`config.mk`:
```
export PLATFORM = sky130hd
export DESIGN_NAME = idaq_regs
export DESIGN_NICKNAME = d
export VERILOG_FILES = /design/src/shared/idaq_pkg.sv /design/src/hdl/idaq_regs.sv /design/src/hdl/idaq_sync.sv /design/src/hdl/idaq_counter.sv
export SDC_FILE = /design/constraint.sdc
export NUM_CORES = 1
export LEC_CHECK = 0
export BUFFER_PORTS_ARGS = -buffer_cell sky130_fd_sc_hd__buf_2
export CAP_MARGIN = 20
export CORE_MARGIN = 5
export CORE_UTILIZATION = 60
export CTS_CLUSTER_DIAMETER = 60
export DETAILED_ROUTE_END_ITERATION = 7
export PLACE_DENSITY = 0.81
export SYNTH_ARGS = -nofsm -noshare
export SYNTH_HDL_FRONTEND = slang
export SYNTH_SLANG_ARGS = --single-unit
```
`constraint.sdc`:
```
create_clock -name i_clk -period 7.2 [get_ports i_clk]
set_input_delay 1.44 -clock i_clk [delete_from_list [all_inputs] [get_ports i_clk]]
set_output_delay 1.44 -clock i_clk [all_outputs]
set_load 0.02 [all_outputs]
```
`src/shared/idaq_pkg.sv`:
```
/*
  Package for the data acquisition register decoder: offsets, field positions,
  widths, reset values and timing constants.
  Assumes a 20 MHz system clock; no other file defines these numbers.
*/
package idaq_pkg;
  localparam int ADDR_W = 4;
  localparam int DATA_W = 8;
  localparam int BASE_W = 6;
  localparam int IO_ADDR_W = 10;
  localparam logic [BASE_W-1:0] BASE_DEFAULT = 6'h22;
  localparam logic [ADDR_W-1:0] OFS_CNT0 = 4'h0;
  localparam logic [ADDR_W-1:0] OFS_CNT1 = 4'h1;
  localparam logic [ADDR_W-1:0] OFS_CNT2 = 4'h2;
  localparam logic [ADDR_W-1:0] OFS_CTRL = 4'h3;
  localparam logic [ADDR_W-1:0] OFS_RES_LO = 4'h4;
  localparam logic [ADDR_W-1:0] OFS_RES_HI = 4'h5;
  localparam logic [ADDR_W-1:0] OFS_IN_LO = 4'h6;
  localparam logic [ADDR_W-1:0] OFS_IN_HI = 4'h7;
  localparam logic [ADDR_W-1:0] OFS_STATUS = 4'h8;
  localparam logic [ADDR_W-1:0] OFS_RANGE = 4'h9;
  localparam logic [ADDR_W-1:0] OFS_CHAN = 4'hA;
  localparam logic [ADDR_W-1:0] OFS_MODE = 4'hB;
  localparam logic [ADDR_W-1:0] OFS_SOFT = 4'hC;
  localparam logic [ADDR_W-1:0] OFS_OUT_LO = 4'hD;
  localparam logic [ADDR_W-1:0] OFS_OUT_HI = 4'hE;
  localparam int PEND_BIT = 5;
  localparam int DAC_W = 12;
  localparam int DAC_HI_W = 4;
  localparam int MODE_W = 3;
  localparam int RANGE_W = 2;
  localparam int CHAN_W = 6;
  localparam int IRQ_W = 16;
  localparam int IRQ_DEFAULT = 15;
  localparam logic [MODE_W-1:0] MODE_RESET = 3'h1;
  localparam logic [MODE_W-1:0] MODE_PACER_DMA = 3'h2;
  localparam logic [MODE_W-1:0] MODE_PACER_IRQ = 3'h6;
  localparam logic [DATA_W-1:0] UNUSED_READ = 8'h00;
  localparam int CLK_HZ = 20000000;
  localparam int PACER_HZ = 2000000;
  localparam int PACER_DIV = CLK_HZ / PACER_HZ;
  localparam int PACER_HALF = PACER_DIV / 2;
  localparam int CNT_W = 16;
endpackage

```
`src/hdl/idaq_regs.sv`:
```
/*
  Register decoder of an ISA data acquisition card: 16 byte locations with
  three interval counters, A/D result and pending flag, two D/A channels,
  16 digital inputs and outputs, interrupt clear and conversion triggers.
  Assumes the host I/O strobes, address and pins are asynchronous and are
  synchronised here; the A/D converter is outside and returns a done pulse.
*/
//
// Function
// - Decode 16 consecutive I/O byte addresses above a selectable base.
// - Offsets 0-2 reach counters; offset 3 takes the control word, reads unused.
// - Reads at 4-7 give result and inputs; writes there load D/A.
// - Offsets 9-14 are write only; offset 15 does nothing.
// - Result low byte reads at offset 4, high byte at offset 5.
// - Result is passed as two's complement, unchanged.
// - Result bit 15 is MSB, bit 0 LSB, in byte order.
// - Offset 8 bit 5 is pending flag: 1 not ready, 0 done.
// - Reading the low result byte sets the pending flag again.
// - Interrupt drives one selectable line, line 15 by default.
// - Counter 0 clocked by pin; counters 1,2 share gate; outputs on pins.
// - 16 latched outputs from offsets 13,14; inputs read at 6,7.
// - External trigger pin can start a conversion.
// - Write to 8 clears interrupt status; write to 12 starts conversion when mode is MODE_RESET and the external trigger is not selected.
// - Counter 2 from 2 MHz on-board clock; counter 1 from counter 2 output.
`timescale 1ns/1ps
module idaq_regs #(
  parameter logic [idaq_pkg::BASE_W-1:0] BASE_SEL = idaq_pkg::BASE_DEFAULT,
  parameter int IRQ_SEL = idaq_pkg::IRQ_DEFAULT
) (
  // Clock and reset
  input wire logic i_clk,
  input wire logic i_rst_n,
  // Host I/O bus
  input wire logic [idaq_pkg::IO_ADDR_W-1:0] i_io_addr,
  input wire logic i_ior_n,
  input wire logic i_iow_n,
  input wire logic [7:0] i_io_wdata,
  output logic [7:0] o_io_rdata,
  output logic o_io_rdata_oe,
  output logic [idaq_pkg::IRQ_W-1:0] o_irq,
  // Converter side
  input wire logic [15:0] i_conversion_result_bits,
  input wire logic i_conversion_done,
  output logic o_convert_start,
  output logic [idaq_pkg::RANGE_W-1:0] o_range,
  output logic [idaq_pkg::CHAN_W-1:0] o_channel,
  output logic [idaq_pkg::MODE_W-1:0] o_mode,
  output logic [idaq_pkg::DAC_W-1:0] o_dac1,
  output logic [idaq_pkg::DAC_W-1:0] o_dac2,
  // Pins
  input wire logic [15:0] i_digital_input_line,
  output logic [15:0] o_digital_output_line,
  input wire logic i_external_convert_trigger,
  input wire logic i_external_pacer_clock,
  input wire logic i_counter_gate,
  input wire logic i_ext_trigger_select,
  output logic [2:0] o_counter_output_pin
);
  localparam int CW = idaq_pkg::CNT_W;

  // Synchronised pins
  logic [1:0] strobe_s;
  logic [15:0] din_s;
  logic [3:0] pin_s;
  logic [idaq_pkg::IO_ADDR_W+idaq_pkg::DATA_W-1:0] bus_s;
  logic ior_q_ff;
  logic iow_q_ff;
  logic ext_trig_q_ff;
  logic ext_clk_q_ff;
  logic c2_out_q_ff;
  logic [idaq_pkg::ADDR_W-1:0] ofs_ff;
  logic hit_ff;
  logic [7:0] wdata_ff;
  logic pending_ff;
  logic irq_flag_ff;
  logic [15:0] result_ff;
  logic [7:0] rdata_ff;
  logic rd_oe_ff;
  logic [15:0] dout_ff;
  logic [idaq_pkg::DAC_W-1:0] dac1_ff;
  logic [idaq_pkg::DAC_W-1:0] dac2_ff;
  logic [7:0] dac1_lo_ff;
  logic [7:0] dac2_lo_ff;
  logic [idaq_pkg::RANGE_W-1:0] range_ff;
  logic [idaq_pkg::CHAN_W-1:0] chan_ff;
  logic [idaq_pkg::MODE_W-1:0] mode_ff;
  logic start_ff;
  logic [$clog2(idaq_pkg::PACER_DIV)-1:0] osc_ff;
  logic [7:0] cnt_rdata [3];
  logic [2:0] cnt_out;
  logic [2:0] cnt_tick;
  logic [2:0] cnt_gate;

  idaq_sync #(.W(2)) u_sync_strobe (
    .i_clk(i_clk), .i_rst_n(i_rst_n),
    .i_async({~i_ior_n, ~i_iow_n}), .o_sync(strobe_s)
  );
  idaq_sync #(.W(16)) u_sync_din (
    .i_clk(i_clk), .i_rst_n(i_rst_n),
    .i_async(i_digital_input_line), .o_sync(din_s)
  );
  idaq_sync #(.W(4)) u_sync_pin (
    .i_clk(i_clk), .i_rst_n(i_rst_n),
    .i_async({i_external_convert_trigger, i_external_pacer_clock, i_counter_gate, i_ext_trigger_select}),
    .o_sync(pin_s)
  );
  idaq_sync #(.W(idaq_pkg::IO_ADDR_W + idaq_pkg::DATA_W)) u_sync_bus (
    .i_clk(i_clk), .i_rst_n(i_rst_n),
    .i_async({i_io_addr, i_io_wdata}), .o_sync(bus_s)
  );

  // Strobe edges and address decode
  wire logic rd_rise = strobe_s[1] && !ior_q_ff;
  wire logic wr_rise = strobe_s[0] && !iow_q_ff;
  wire logic rd_fall = !strobe_s[1] && ior_q_ff;
  wire logic [idaq_pkg::IO_ADDR_W-1:0] addr_s = bus_s[idaq_pkg::IO_ADDR_W+idaq_pkg::DATA_W-1:idaq_pkg::DATA_W];
  wire logic [idaq_pkg::DATA_W-1:0] wdata_s = bus_s[idaq_pkg::DATA_W-1:0];
  wire logic base_hit = (addr_s[idaq_pkg::IO_ADDR_W-1:idaq_pkg::ADDR_W] == BASE_SEL);
  wire logic rd_evt = rd_rise && hit_ff;
  wire logic wr_evt = wr_rise && hit_ff;
  wire logic ext_trig_rise = pin_s[3] && !ext_trig_q_ff;
  wire logic ext_clk_rise = pin_s[2] && !ext_clk_q_ff;
  wire logic gate_s = pin_s[1];
  wire logic ext_sel = pin_s[0];

  wire logic [2:0] cnt_sel = {ofs_ff == idaq_pkg::OFS_CNT2, ofs_ff == idaq_pkg::OFS_CNT1,
    ofs_ff == idaq_pkg::OFS_CNT0};
  wire logic [2:0] cnt_wr = {3{wr_evt}} & cnt_sel;
  wire logic [2:0] cnt_rd = {3{rd_evt}} & cnt_sel;
  wire logic wr_ctrl = wr_evt && (ofs_ff == idaq_pkg::OFS_CTRL);
  wire logic rd_res_lo = rd_evt && (ofs_ff == idaq_pkg::OFS_RES_LO);
  wire logic wr_status = wr_evt && (ofs_ff == idaq_pkg::OFS_STATUS);
  wire logic wr_soft = wr_evt && (ofs_ff == idaq_pkg::OFS_SOFT);
  wire logic [1:0] ctl_sel = wdata_ff[7:6];

  // Pacer chain: on-board clock drives counter 2, its output clocks counter 1
  wire logic osc_tick = (osc_ff == '0);
  wire logic c2_fall = !cnt_out[2] && c2_out_q_ff;
  assign cnt_tick = {osc_tick, c2_fall, ext_clk_rise};
  assign cnt_gate = {gate_s, gate_s, 1'b1};
  // Counter 1 output is low for exactly one cycle at each expiry
  wire logic pacer_fire = !cnt_out[1];
  wire logic pacer_mode = (mode_ff == idaq_pkg::MODE_PACER_DMA) || (mode_ff == idaq_pkg::MODE_PACER_IRQ);
  wire logic soft_mode = (mode_ff == idaq_pkg::MODE_RESET);
  wire logic int_trig = (wr_soft && soft_mode) || (pacer_fire && pacer_mode);
  wire logic ext_trig = ext_sel && ext_trig_rise;
  wire logic nxt_start = ext_sel ? ext_trig : int_trig;

  // Read data mux
  logic [7:0] nxt_rdata;
  always_comb begin
    nxt_rdata = idaq_pkg::UNUSED_READ;
    if (ofs_ff == idaq_pkg::OFS_CNT0) begin
      nxt_rdata = cnt_rdata[0];
    end else if (ofs_ff == idaq_pkg::OFS_CNT1) begin
      nxt_rdata = cnt_rdata[1];
    end else if (ofs_ff == idaq_pkg::OFS_CNT2) begin
      nxt_rdata = cnt_rdata[2];
    end else if (ofs_ff == idaq_pkg::OFS_RES_LO) begin
      nxt_rdata = result_ff[7:0];
    end else if (ofs_ff == idaq_pkg::OFS_RES_HI) begin
      nxt_rdata = result_ff[15:8];
    end else if (ofs_ff == idaq_pkg::OFS_IN_LO) begin
      nxt_rdata = din_s[7:0];
    end else if (ofs_ff == idaq_pkg::OFS_IN_HI) begin
      nxt_rdata = din_s[15:8];
    end else if (ofs_ff == idaq_pkg::OFS_STATUS) begin
      nxt_rdata[idaq_pkg::PEND_BIT] = pending_ff;
    end
  end

  genvar g;
  generate
    for (g = 0; g < 3; g++) begin : g_cnt
      idaq_counter #(.W(CW)) u_cnt (
        .i_clk(i_clk), .i_rst_n(i_rst_n),
        .i_tick(cnt_tick[g]), .i_gate(cnt_gate[g]),
        .i_wr(cnt_wr[g]),
        .i_rd(cnt_rd[g]),
        .i_ctl_wr(wr_ctrl && (ctl_sel == 2'(g))),
        .i_wdata(wdata_ff), .o_rdata(cnt_rdata[g]), .o_out(cnt_out[g])
      );
    end
  endgenerate

  always_ff @(posedge i_clk) begin
    if (!i_rst_n) begin
      ior_q_ff <= 1'b0;
      iow_q_ff <= 1'b0;
      ext_trig_q_ff <= 1'b0;
      ext_clk_q_ff <= 1'b0;
      c2_out_q_ff <= 1'b1;
      ofs_ff <= '0;
      hit_ff <= 1'b0;
      wdata_ff <= '0;
      osc_ff <= '0;
    end else begin
      ior_q_ff <= strobe_s[1];
      iow_q_ff <= strobe_s[0];
      ext_trig_q_ff <= pin_s[3];
      ext_clk_q_ff <= pin_s[2];
      c2_out_q_ff <= cnt_out[2];
      ofs_ff <= addr_s[idaq_pkg::ADDR_W-1:0];
      hit_ff <= base_hit;
      wdata_ff <= wdata_s;
      osc_ff <= (osc_ff == '0) ? ($bits(osc_ff))'(idaq_pkg::PACER_DIV - 1) : osc_ff - 1'b1;
    end
  end

  // Conversion status, result and interrupt flag
  always_ff @(posedge i_clk) begin
    if (!i_rst_n) begin
      pending_ff <= 1'b1;
      irq_flag_ff <= 1'b0;
      result_ff <= '0;
      start_ff <= 1'b0;
    end else begin
      start_ff <= nxt_start;
      if (i_conversion_done) begin
        result_ff <= i_conversion_result_bits;
        pending_ff <= 1'b0;
      end else if (rd_res_lo) begin
        pending_ff <= 1'b1;
      end
      if (i_conversion_done && (mode_ff == idaq_pkg::MODE_PACER_IRQ)) begin
        irq_flag_ff <= 1'b1;
      end else if (wr_status) begin
        irq_flag_ff <= 1'b0;
      end
    end
  end

  // Host read data drive
  always_ff @(posedge i_clk) begin
    if (!i_rst_n) begin
      rdata_ff <= '0;
      rd_oe_ff <= 1'b0;
    end else begin
      if (rd_evt) begin
        rdata_ff <= nxt_rdata;
        rd_oe_ff <= 1'b1;
      end else if (rd_fall) begin
        rd_oe_ff <= 1'b0;
      end
    end
  end

  // Write-only and write-side registers
  always_ff @(posedge i_clk) begin
    if (!i_rst_n) begin
      dout_ff <= '0;
      dac1_ff <= '0;
      dac2_ff <= '0;
      dac1_lo_ff <= '0;
      dac2_lo_ff <= '0;
      range_ff <= '0;
      chan_ff <= '0;
      mode_ff <= idaq_pkg::MODE_RESET;
    end else if (wr_evt) begin
      if (ofs_ff == idaq_pkg::OFS_RES_LO) begin
        dac1_lo_ff <= wdata_ff;
      end else if (ofs_ff == idaq_pkg::OFS_RES_HI) begin
        dac1_ff <= {wdata_ff[idaq_pkg::DAC_HI_W-1:0], dac1_lo_ff};
      end else if (ofs_ff == idaq_pkg::OFS_IN_LO) begin
        dac2_lo_ff <= wdata_ff;
      end else if (ofs_ff == idaq_pkg::OFS_IN_HI) begin
        dac2_ff <= {wdata_ff[idaq_pkg::DAC_HI_W-1:0], dac2_lo_ff};
      end else if (ofs_ff == idaq_pkg::OFS_RANGE) begin
        range_ff <= wdata_ff[idaq_pkg::RANGE_W-1:0];
      end else if (ofs_ff == idaq_pkg::OFS_CHAN) begin
        chan_ff <= wdata_ff[idaq_pkg::CHAN_W-1:0];
      end else if (ofs_ff == idaq_pkg::OFS_MODE) begin
        mode_ff <= wdata_ff[idaq_pkg::MODE_W-1:0];
      end else if (ofs_ff == idaq_pkg::OFS_OUT_LO) begin
        dout_ff[7:0] <= wdata_ff;
      end else if (ofs_ff == idaq_pkg::OFS_OUT_HI) begin
        dout_ff[15:8] <= wdata_ff;
      end
    end
  end

  assign o_io_rdata = rdata_ff;
  assign o_io_rdata_oe = rd_oe_ff;
  assign o_irq = irq_flag_ff ? (idaq_pkg::IRQ_W'(1) << IRQ_SEL) : '0;
  assign o_convert_start = start_ff;
  assign o_range = range_ff;
  assign o_channel = chan_ff;
  assign o_mode = mode_ff;
  assign o_dac1 = dac1_ff;
  assign o_dac2 = dac2_ff;
  assign o_digital_output_line = dout_ff;
  assign o_counter_output_pin = cnt_out;
endmodule

```
`src/hdl/idaq_sync.sv`:
```
/*
  Two flip-flop synchroniser, one per bit.
  Assumes its inputs are asynchronous to i_clk and are read nowhere else.
*/
`timescale 1ns/1ps
module idaq_sync #(
  parameter int W = 1
) (
  // Clock and reset
  input wire logic i_clk,
  input wire logic i_rst_n,
  // Data
  input wire logic [W-1:0] i_async,
  output logic [W-1:0] o_sync
);
  logic [W-1:0] stage1_ff;
  logic [W-1:0] stage2_ff;

  always_ff @(posedge i_clk) begin
    if (!i_rst_n) begin
      stage1_ff <= '0;
      stage2_ff <= '0;
    end else begin
      stage1_ff <= i_async;
      stage2_ff <= stage1_ff;
    end
  end

  assign o_sync = stage2_ff;
endmodule

```
`src/hdl/idaq_counter.sv`:
```
/*
  One 16-bit down counter with byte-wide load and read, binary mode 2 style
  rate generation. Control word: bits 5:4 access (1 lsb, 2 msb, 3 lsb then msb).
  Assumes i_tick is a one-cycle pulse on i_clk and i_gate is already synchronised.
*/
`timescale 1ns/1ps
module idaq_counter #(
  parameter int W = 16
) (
  // Clock and reset
  input wire logic i_clk,
  input wire logic i_rst_n,
  // Counting
  input wire logic i_tick,
  input wire logic i_gate,
  // Host access
  input wire logic i_wr,
  input wire logic i_rd,
  input wire logic i_ctl_wr,
  input wire logic [7:0] i_wdata,
  output logic [7:0] o_rdata,
  // Output
  output logic o_out
);
  logic [W-1:0] count_ff;
  logic [W-1:0] reload_ff;
  logic [1:0] access_ff;
  logic wr_hi_ff;
  logic rd_hi_ff;
  logic armed_ff;
  logic out_ff;
  wire logic both_bytes;
  wire logic hi_now_wr;
  wire logic hi_now_rd;
  wire logic load_done;
  wire logic expire;
  wire logic [W-1:0] nxt_reload;

  assign both_bytes = (access_ff == 2'h3);
  assign hi_now_wr = (access_ff == 2'h2) || (both_bytes && wr_hi_ff);
  assign hi_now_rd = (access_ff == 2'h2) || (both_bytes && rd_hi_ff);
  assign load_done = i_wr && (!both_bytes || wr_hi_ff);
  assign nxt_reload = hi_now_wr ? {i_wdata, reload_ff[7:0]} : {reload_ff[W-1:8], i_wdata};
  assign expire = armed_ff && i_tick && i_gate && (count_ff == {{(W-1){1'b0}}, 1'b1});
  assign o_rdata = hi_now_rd ? count_ff[W-1:8] : count_ff[7:0];
  assign o_out = out_ff;

  always_ff @(posedge i_clk) begin
    if (!i_rst_n) begin
      count_ff <= '0;
      reload_ff <= '0;
      access_ff <= 2'h3;
      wr_hi_ff <= 1'b0;
      rd_hi_ff <= 1'b0;
      armed_ff <= 1'b0;
      out_ff <= 1'b1;
    end else begin
      if (i_ctl_wr) begin
        access_ff <= (i_wdata[5:4] == 2'h0) ? access_ff : i_wdata[5:4];
        wr_hi_ff <= 1'b0;
        rd_hi_ff <= 1'b0;
        armed_ff <= 1'b0;
      end else if (i_wr) begin
        reload_ff <= nxt_reload;
        wr_hi_ff <= both_bytes && !wr_hi_ff;
      end
      if (i_rd && both_bytes) begin
        rd_hi_ff <= !rd_hi_ff;
      end
      if (load_done) begin
        count_ff <= nxt_reload;
        armed_ff <= 1'b1;
      end else if (expire) begin
        count_ff <= reload_ff;
      end else if (armed_ff && i_tick && i_gate) begin
        count_ff <= count_ff - {{(W-1){1'b0}}, 1'b1};
      end
      out_ff <= !expire;
    end
  end
endmodule

```
==> results of run 1 <==
cells in the final DEF, fill, tap and decap left out, types with 8 or more instances in the layout:
cell | synthesis | final
a21oi_1 | 39 | 39
a31oi_1 | 14 | 14
and2_1 | 100 | 100
and3_1 | 8 | 8
buf_2 | 7 | 122
buf_4 | 19 | 16
clkbuf_1 | 96 | 8
clkbuf_16 | 0 | 31
conb_1 | 1 | 15
dfxtp_1 | 311 | 311
ha_1 | 8 | 8
inv_1 | 12 | 12
mux2_2 | 19 | 19
mux2i_1 | 182 | 182
nand2_1 | 87 | 87
nand2b_1 | 13 | 13
nand3_1 | 49 | 49
nand3b_1 | 14 | 14
nand4_1 | 13 | 13
nor2_1 | 178 | 178
nor3_1 | 20 | 20
nor4_1 | 8 | 8
o21ai_0 | 58 | 58
o21ai_1 | 14 | 13
o22a_1 | 9 | 9
o2bb2ai_1 | 22 | 22
or3_1 | 10 | 10
xnor2_1 | 19 | 19
xor2_1 | 10 | 10
metal layers:
metal	part of all wire	routed length (um)	vias up
li1	-	-	5257
met1	0.42	14600	5240
met2	0.46	15700	444
met3	0.082	2810	90
met4	0.038	1300	4
met5	0.00064	22	-
per-stage QoR:
stage                     cell area [um2]  cells  power [mW]  hold WS [ns]  utilization
after detailed placement            14300   1782        1.96         0.391        0.633
after global routing                15400   1841        3.74         0.417        0.683
final                               15400   1841        3.63         0.401        0.683
after global placement              14300   1782        1.95         0.378        0.633
after CTS                           15400   1839        3.65         0.405        0.682
after floorplan                     13800   1485        1.91         0.373            -
worst max path at each step:
| stage | startpoint | endpoint | slack (ns) | cells after the start |
|---|---|---|---|---|
| floorplan | i_conversion_done | result_ff[10] | 4.54 | 4 |
| global placement | i_rst_n | g_cnt[2].u_cnt.wr_hi_ff | 3.66 | 4 |
| detailed placement | i_rst_n | g_cnt[2].u_cnt.reload_ff[11] | 3.61 | 4 |
| CTS | g_cnt[2].u_cnt.o_out | g_cnt[1].u_cnt.count_ff[1] | 4.07 | 5 |
| global route | g_cnt[2].u_cnt.o_out | g_cnt[1].u_cnt.count_ff[1] | 3.76 | 5 |
| finish | g_cnt[2].u_cnt.o_out | g_cnt[1].u_cnt.count_ff[1] | 4.01 | 5 |
power by group:
group	switching [mW]	internal (mW)	total, mW
logic	0.0888	0.0562	0.145
clock network	0.681	1.03	1.71
registers	0.0181	1.76	1.78
flip-flops by register name, summed over array words and instances (netlist names), 6 cells and up:
name and count:
dac1_lo_ff 8, g_cnt.u_cnt.reload_ff 48, o_io_rdata 8, result_ff 16, u_sync_bus.stage1_ff 18, u_sync_din.o_sync 16, g_cnt.u_cnt.count_ff 48, o_dac1 12
wdata_ff 8, o_dac2 12, g_cnt.u_cnt.access_ff 6, dac2_lo_ff 8, u_sync_bus.o_sync 18, o_digital_output_line 16, u_sync_din.stage1_ff 16, o_channel 6
area by class of cell:
type,count,share of cell area
Tap cell,285,0.0231
Inverter,13,0.00333
Clock inverter,13,0.0140
Multi-Input combinational cell,1035,0.450
Clock buffer,44,0.0567
Antenna cell,1,0.000162
Sequential cell,311,0.404
Timing Repair Buffer,139,0.0492
worst max-delay path: cells and delay by family, from the launching register on:
kind,cells,cell delay (ns)
AOI/OAI and AO/OA,1,0.26
DFF,1,0.35
and+or+nand+nor,4,2.46
logic make-up (layout without fill, tap and decap cells):
family                     Yosys count  in the layout  share of synthesized area
and+or+nand+nor                    550            550                      0.206
DFF                                311            311                      0.454
muxes                              208            208                      0.160
buffers and inverters              139            209                     0.0450
other                                1             16                   0.000273
adders and majority gates            8              8                    0.00730
AOI/OAI and AO/OA                  225            225                      0.109
xor gates and xnor gates            29             29                     0.0185
==> run summary, run 1 <==
largest cells by area after synthesis - dfxtp_1, mux2i_1, nor2_1
Post-CTS Setup Bufs - 0
clock sink count - 311
Post-Route WL - 34400 um
die width - 161 um
P&R area growth vs syn - 12.4%
final worst setup slack - 4.01 ns
IO buf count - 123
hold path start - u_sync_bus.o_sync[12]
Storage cell area - 6230 um2
Commonest cells post-synth - dfxtp_1, mux2i_1, nor2_1
Slew @ Worst Pin - 1.07 ns
Seq/Total Area, Yosys - 0.454
CTS root buf - clkbuf_16
#FFs+latches synth - 311
die height - 161 um
Routed Antenna Nets - 0
largest net degree at the start of global routing - 104
CTS clk-pin slew, worst paths - 0.06 ns
critical path endpoint category - flip-flop
setup TNS - 0 ns
Nets - 1598
Max Cap Violations - 0
Slew Limit Fails - 0
first-pass GRT wire length - 55500 um
GRT Util Overall - 0.256
r2r setup slk - 4.01 ns
final hold violation count - 0
Synth Cell Area - 13700 um2
syn avg cell area - 9.33 um2
initial antenna violation count - 3
hold buffer count at CTS - 0
M3 GR Usage - 0.0523
TritonCTS Buffers - 31
CP Class - reg2reg
clk_lat worst skew - 0.56 ns
highest clock rate - 0.313 GHz
row cnt - 55
Hold Path Class - reg2reg
count of cell types in the netlist - 73
fill count - 1753
H-tree levels - 1
R2R Path Start - g_cnt[2].u_cnt.o_out
dpl hpwl - 21800 um
R2R depth - 5
Final period util - 0.444
DR pass1 iterations - 6
share of the synthesized area in the top cell type - 0.454
DRC errors left - 0
slew margin rel. - 0.284
total number of vias - 11000
startpoint type of the worst setup path - flip-flop
crit path cell chain - nand4b_1 -> nor2_1 -> nand3_1 -> or2_0 -> a32o_1
RSZ-0062 raised after global routing - no
die area - 26000 um2
initial core utilization - 0.608
P per Cell Area - 236 nW/um2
status - complete, no violations
pre-CTS setup slack - 3.61 ns
crit path time final - 3.19 ns
I/O pin cnt - 139
Bufs on Longest Clock Path - 3
Hold EP - hit_ff
post-synthesis async set-or-reset flop share - 0
area leader, netlist - dfxtp_1
FF-to-FF End - g_cnt[1].u_cnt.count_ff[1]
routability cong. - 0.885
share of cells above drive strength 1 - 0.148
initial DRC count - 1058
max incr delay on CP - 0.76 ns
Synth Warn # - 0
Congestion Overflow GR - 0
CTS tree - done
Mapped Cells - 1471
Critical-path top delay cell - nand4b_1
P_leak - 6.57 nW
Post-synth EDFFs - 0
PostCTS Resize Cnt - 0
area of the multi-input gates - 6930 um2
met2 Use GR - 0.407
Final setup viols - 0
Worst IR Drop VDD - 0.000219 V
Core Area - 22600 um2
wire per inst - 18.7 um
final clock skew - 0.00922 ns
Worst EP required - 7.65 ns
Via density - 5.99
busiest grt layer - met2
CP Max Fanout - 19
vias in the first global route - 10500
Main synth FF type - dfxtp_1
Crit path arrival time - 3.65 ns
hold path cells - 1
leading cell type by number of instances after synthesis - dfxtp_1
met1 GRT Util - 0.351
(Power assumes the default switching activity.)
==> run 2, diff against run 1 <==
--- a/config.mk
+++ b/config.mk
@@ -8,10 +8,10 @@
 export BUFFER_PORTS_ARGS = -buffer_cell sky130_fd_sc_hd__buf_2
 export CAP_MARGIN = 20
 export CORE_MARGIN = 5
-export CORE_UTILIZATION = 60
+export CORE_UTILIZATION = 59
 export CTS_CLUSTER_DIAMETER = 60
 export DETAILED_ROUTE_END_ITERATION = 7
-export PLACE_DENSITY = 0.81
+export PLACE_DENSITY = 0.8
 export SYNTH_ARGS = -nofsm -noshare
 export SYNTH_HDL_FRONTEND = slang
 export SYNTH_SLANG_ARGS = --single-unit
==> constraint.sdc (replaced) <==
create_clock -name i_clk -period 3.23 [get_ports i_clk]
set_input_delay 0.646 -clock i_clk [delete_from_list [all_inputs] [get_ports i_clk]]
set_output_delay 0.646 -clock i_clk [all_outputs]
set_load 0.02 [all_outputs]
==> run summary, run 2 (synthesis gave the netlist of run 1 again) <==
crit path cell chain - or4b_2 -> nor2_1 -> and2_1 -> mux2i_1 -> nor2_1 (was nand4b_1 -> nor2_1 -> nand3_1 -> or2_0 -> a32o_1)
dpl hpwl - 23200 um (was 21800 um)
Final period util - 0.782 (was 0.444)
Hold WS - 0.245 ns (was 0.401 ns)
CP Class - reg2reg (unchanged)
highest clock rate - 0.396 GHz (was 0.313 GHz)
Bufs on Longest Clock Path - 3 (unchanged)
Crit path arrival time - 2.94 ns (was 3.65 ns)
R2R depth - 5 (unchanged)
Core Area - 22800 um2 (was 22600 um2)
clock sink count - 311 (unchanged)
PostCTS Resize Cnt - 0 (unchanged)
hold path cells - 2 (was 1)
total number of vias - 10900 (was 11000)
max incr delay on CP - 0.80 ns (was 0.76 ns)
Slew Limit Fails - 0 (unchanged)
Final setup viols - 0 (unchanged)
Post-CTS Setup Bufs - 0 (unchanged)
R2R Path Start - ofs_ff[3] (was g_cnt[2].u_cnt.o_out)
Critical-path top delay cell - or4b_2 (was nand4b_1)
TritonCTS Buffers - 31 (unchanged)
initial DRC count - 974 (was 1058)
CTS root buf - clkbuf_16 (unchanged)
crit path time final - 2.53 ns (was 3.19 ns)
Max Cap Violations - 0 (unchanged)
P&R area growth vs syn - 13.4% (was 12.4%)
hold path start - i_iow_n (was u_sync_bus.o_sync[12])
pre-CTS setup slack - 0.772 ns (was 3.61 ns)
r2r setup slk - 0.70 ns (was 4.01 ns)
row cnt - 55 (unchanged)
biggest regs - g_cnt.u_cnt.count_ff x48, g_cnt.u_cnt.reload_ff x48 (unchanged)
CTS tree - done (unchanged)
Worst EP required - 3.64 ns (was 7.65 ns)
Buf/Inv on CP - 0 (unchanged)
Hold EP - u_sync_strobe.stage1_ff[0] (was hit_ff)
most frequent CP cell - nor2_1
wire per inst - 18.6 um (was 18.7 um)
P_leak - 6.64 nW (was 6.57 nW)
CP Max Fanout - 12 (was 19)
Top delay family on crit path - simple AND/OR/NAND/NOR gates (unchanged)
clk_lat worst skew - 0.57 ns (was 0.56 ns)
share of cells above drive strength 1 - 0.157 (was 0.148)
most frequent cells in the layout - dfxtp_1, mux2i_1, nor2_1 (unchanged)
RSZ-0062 raised after global routing - no (unchanged)
Via density - 5.80 (was 5.99)
DRC errors left - 0 (unchanged)
hold buffer count at CTS - 0 (unchanged)
startpoint type of the worst setup path - flip-flop (unchanged)
final worst setup slack - 0.703 ns (was 4.01 ns)
Hold Path Class - in2reg (was reg2reg)
setup TNS - 0 ns (unchanged)
Congestion Overflow GR - 0 (unchanged)
CTS clk-pin slew, worst paths - 0.06 ns (about the same)
total chip power - 7.93 mW (was 3.63 mW)
critical path endpoint category - flip-flop (unchanged)
Post-Route WL - 35000 um (was 34400 um)
die width - 162 um (was 161 um)
die area - 26400 um2 (was 26000 um2)
GRT Util Overall - 0.257 (was 0.256)
H-tree levels - 1 (unchanged)
DR pass1 iterations - 5 (was 6)
final clock skew - 0.0121 ns (was 0.00922 ns)
Worst IR Drop VDD - 0.000415 V (was 0.000219 V)
vias in the first global route - 10600 (was 10500)
initial core utilization - 0.602 (was 0.608)
largest net degree at the start of global routing - 82 (was 104)
first-pass GRT wire length - 55600 um (was 55500 um)
initial antenna violation count - 2 (was 3)
routability cong. - 0.979 (was 0.885)
final hold violation count - 0 (unchanged)
Nets - 1617 (was 1598)
I/O pin cnt - 139 (unchanged)
Slew @ Worst Pin - 0.971 ns (was 1.07 ns)
slew margin rel. - 0.352 (was 0.284)
Final Core Density - 0.683 (about the same)
die height - 162 um (was 161 um)
Routed Antenna Nets - 0 (unchanged)
IO buf count - 123 (unchanged)
FF-to-FF End - g_cnt[1].u_cnt.reload_ff[0] (was g_cnt[1].u_cnt.count_ff[1])
leading cell type in the layout, fill and taps excluded - dfxtp_1 (unchanged)
P per Cell Area - 510 nW/um2 (was 236 nW/um2)
status - complete, no violations (unchanged)
run 2: final cells by class:
cell class                      instances  area, um2
Fill cell                            1755       7230
Multi-Input combinational cell       1035       6930
Sequential cell                       311       6230
Timing Repair Buffer                  158        906
Clock buffer                           45        898
Tap cell                              313        392
Clock inverter                          9        143
Inverter                               13       51.3
Antenna cell                            1       2.50
run 2: layer usage:
metal	share of wire	wire length, um	up-vias	track usage
met5	0.00037	13	-	0.00189
met4	0.034	1200	2	0.0907
met3	0.082	2870	83	0.0559
met2	0.46	16100	428	0.415
met1	0.42	14800	5131	0.342
li1	-	-	5291	-
run 2: power breakdown:
group / switching (mW) / internal, mW / total [mW]
Combinational: 0.189 / 0.131 / 0.320
Clock: 1.48 / 2.17 / 3.65
Sequential: 0.0466 / 3.92 / 3.97
run 2: stage by stage:
step	cell area (um2)	instances
2_1_floorplan	13800	1485
3_3_place_gp	14500	1829
3_5_place_dp	14500	1829
4_1_cts	15500	1883
5_1_grt	15600	1885
6_report	15600	1885
run 2: worst max-delay path by stage:
| stage | depth (start not counted) | slack, ns | startpoint | end |
|---|---|---|---|---|
| finish | 5 | 0.70 | ofs_ff[3] | g_cnt[1].u_cnt.reload_ff[0] |
| global placement | 5 | 0.85 | g_cnt[2].u_cnt.count_ff[5] | g_cnt[2].u_cnt.count_ff[5] |
| global route | 5 | 0.58 | g_cnt[0].u_cnt.count_ff[2] | g_cnt[0].u_cnt.count_ff[4] |
| detailed placement | 5 | 0.77 | ofs_ff[3] | g_cnt[1].u_cnt.reload_ff[0] |
| CTS | 5 | 0.74 | ofs_ff[2] | g_cnt[1].u_cnt.reload_ff[0] |
| floorplan | 6 | 0.91 | g_cnt[2].u_cnt.count_ff[5] | g_cnt[2].u_cnt.count_ff[0] |
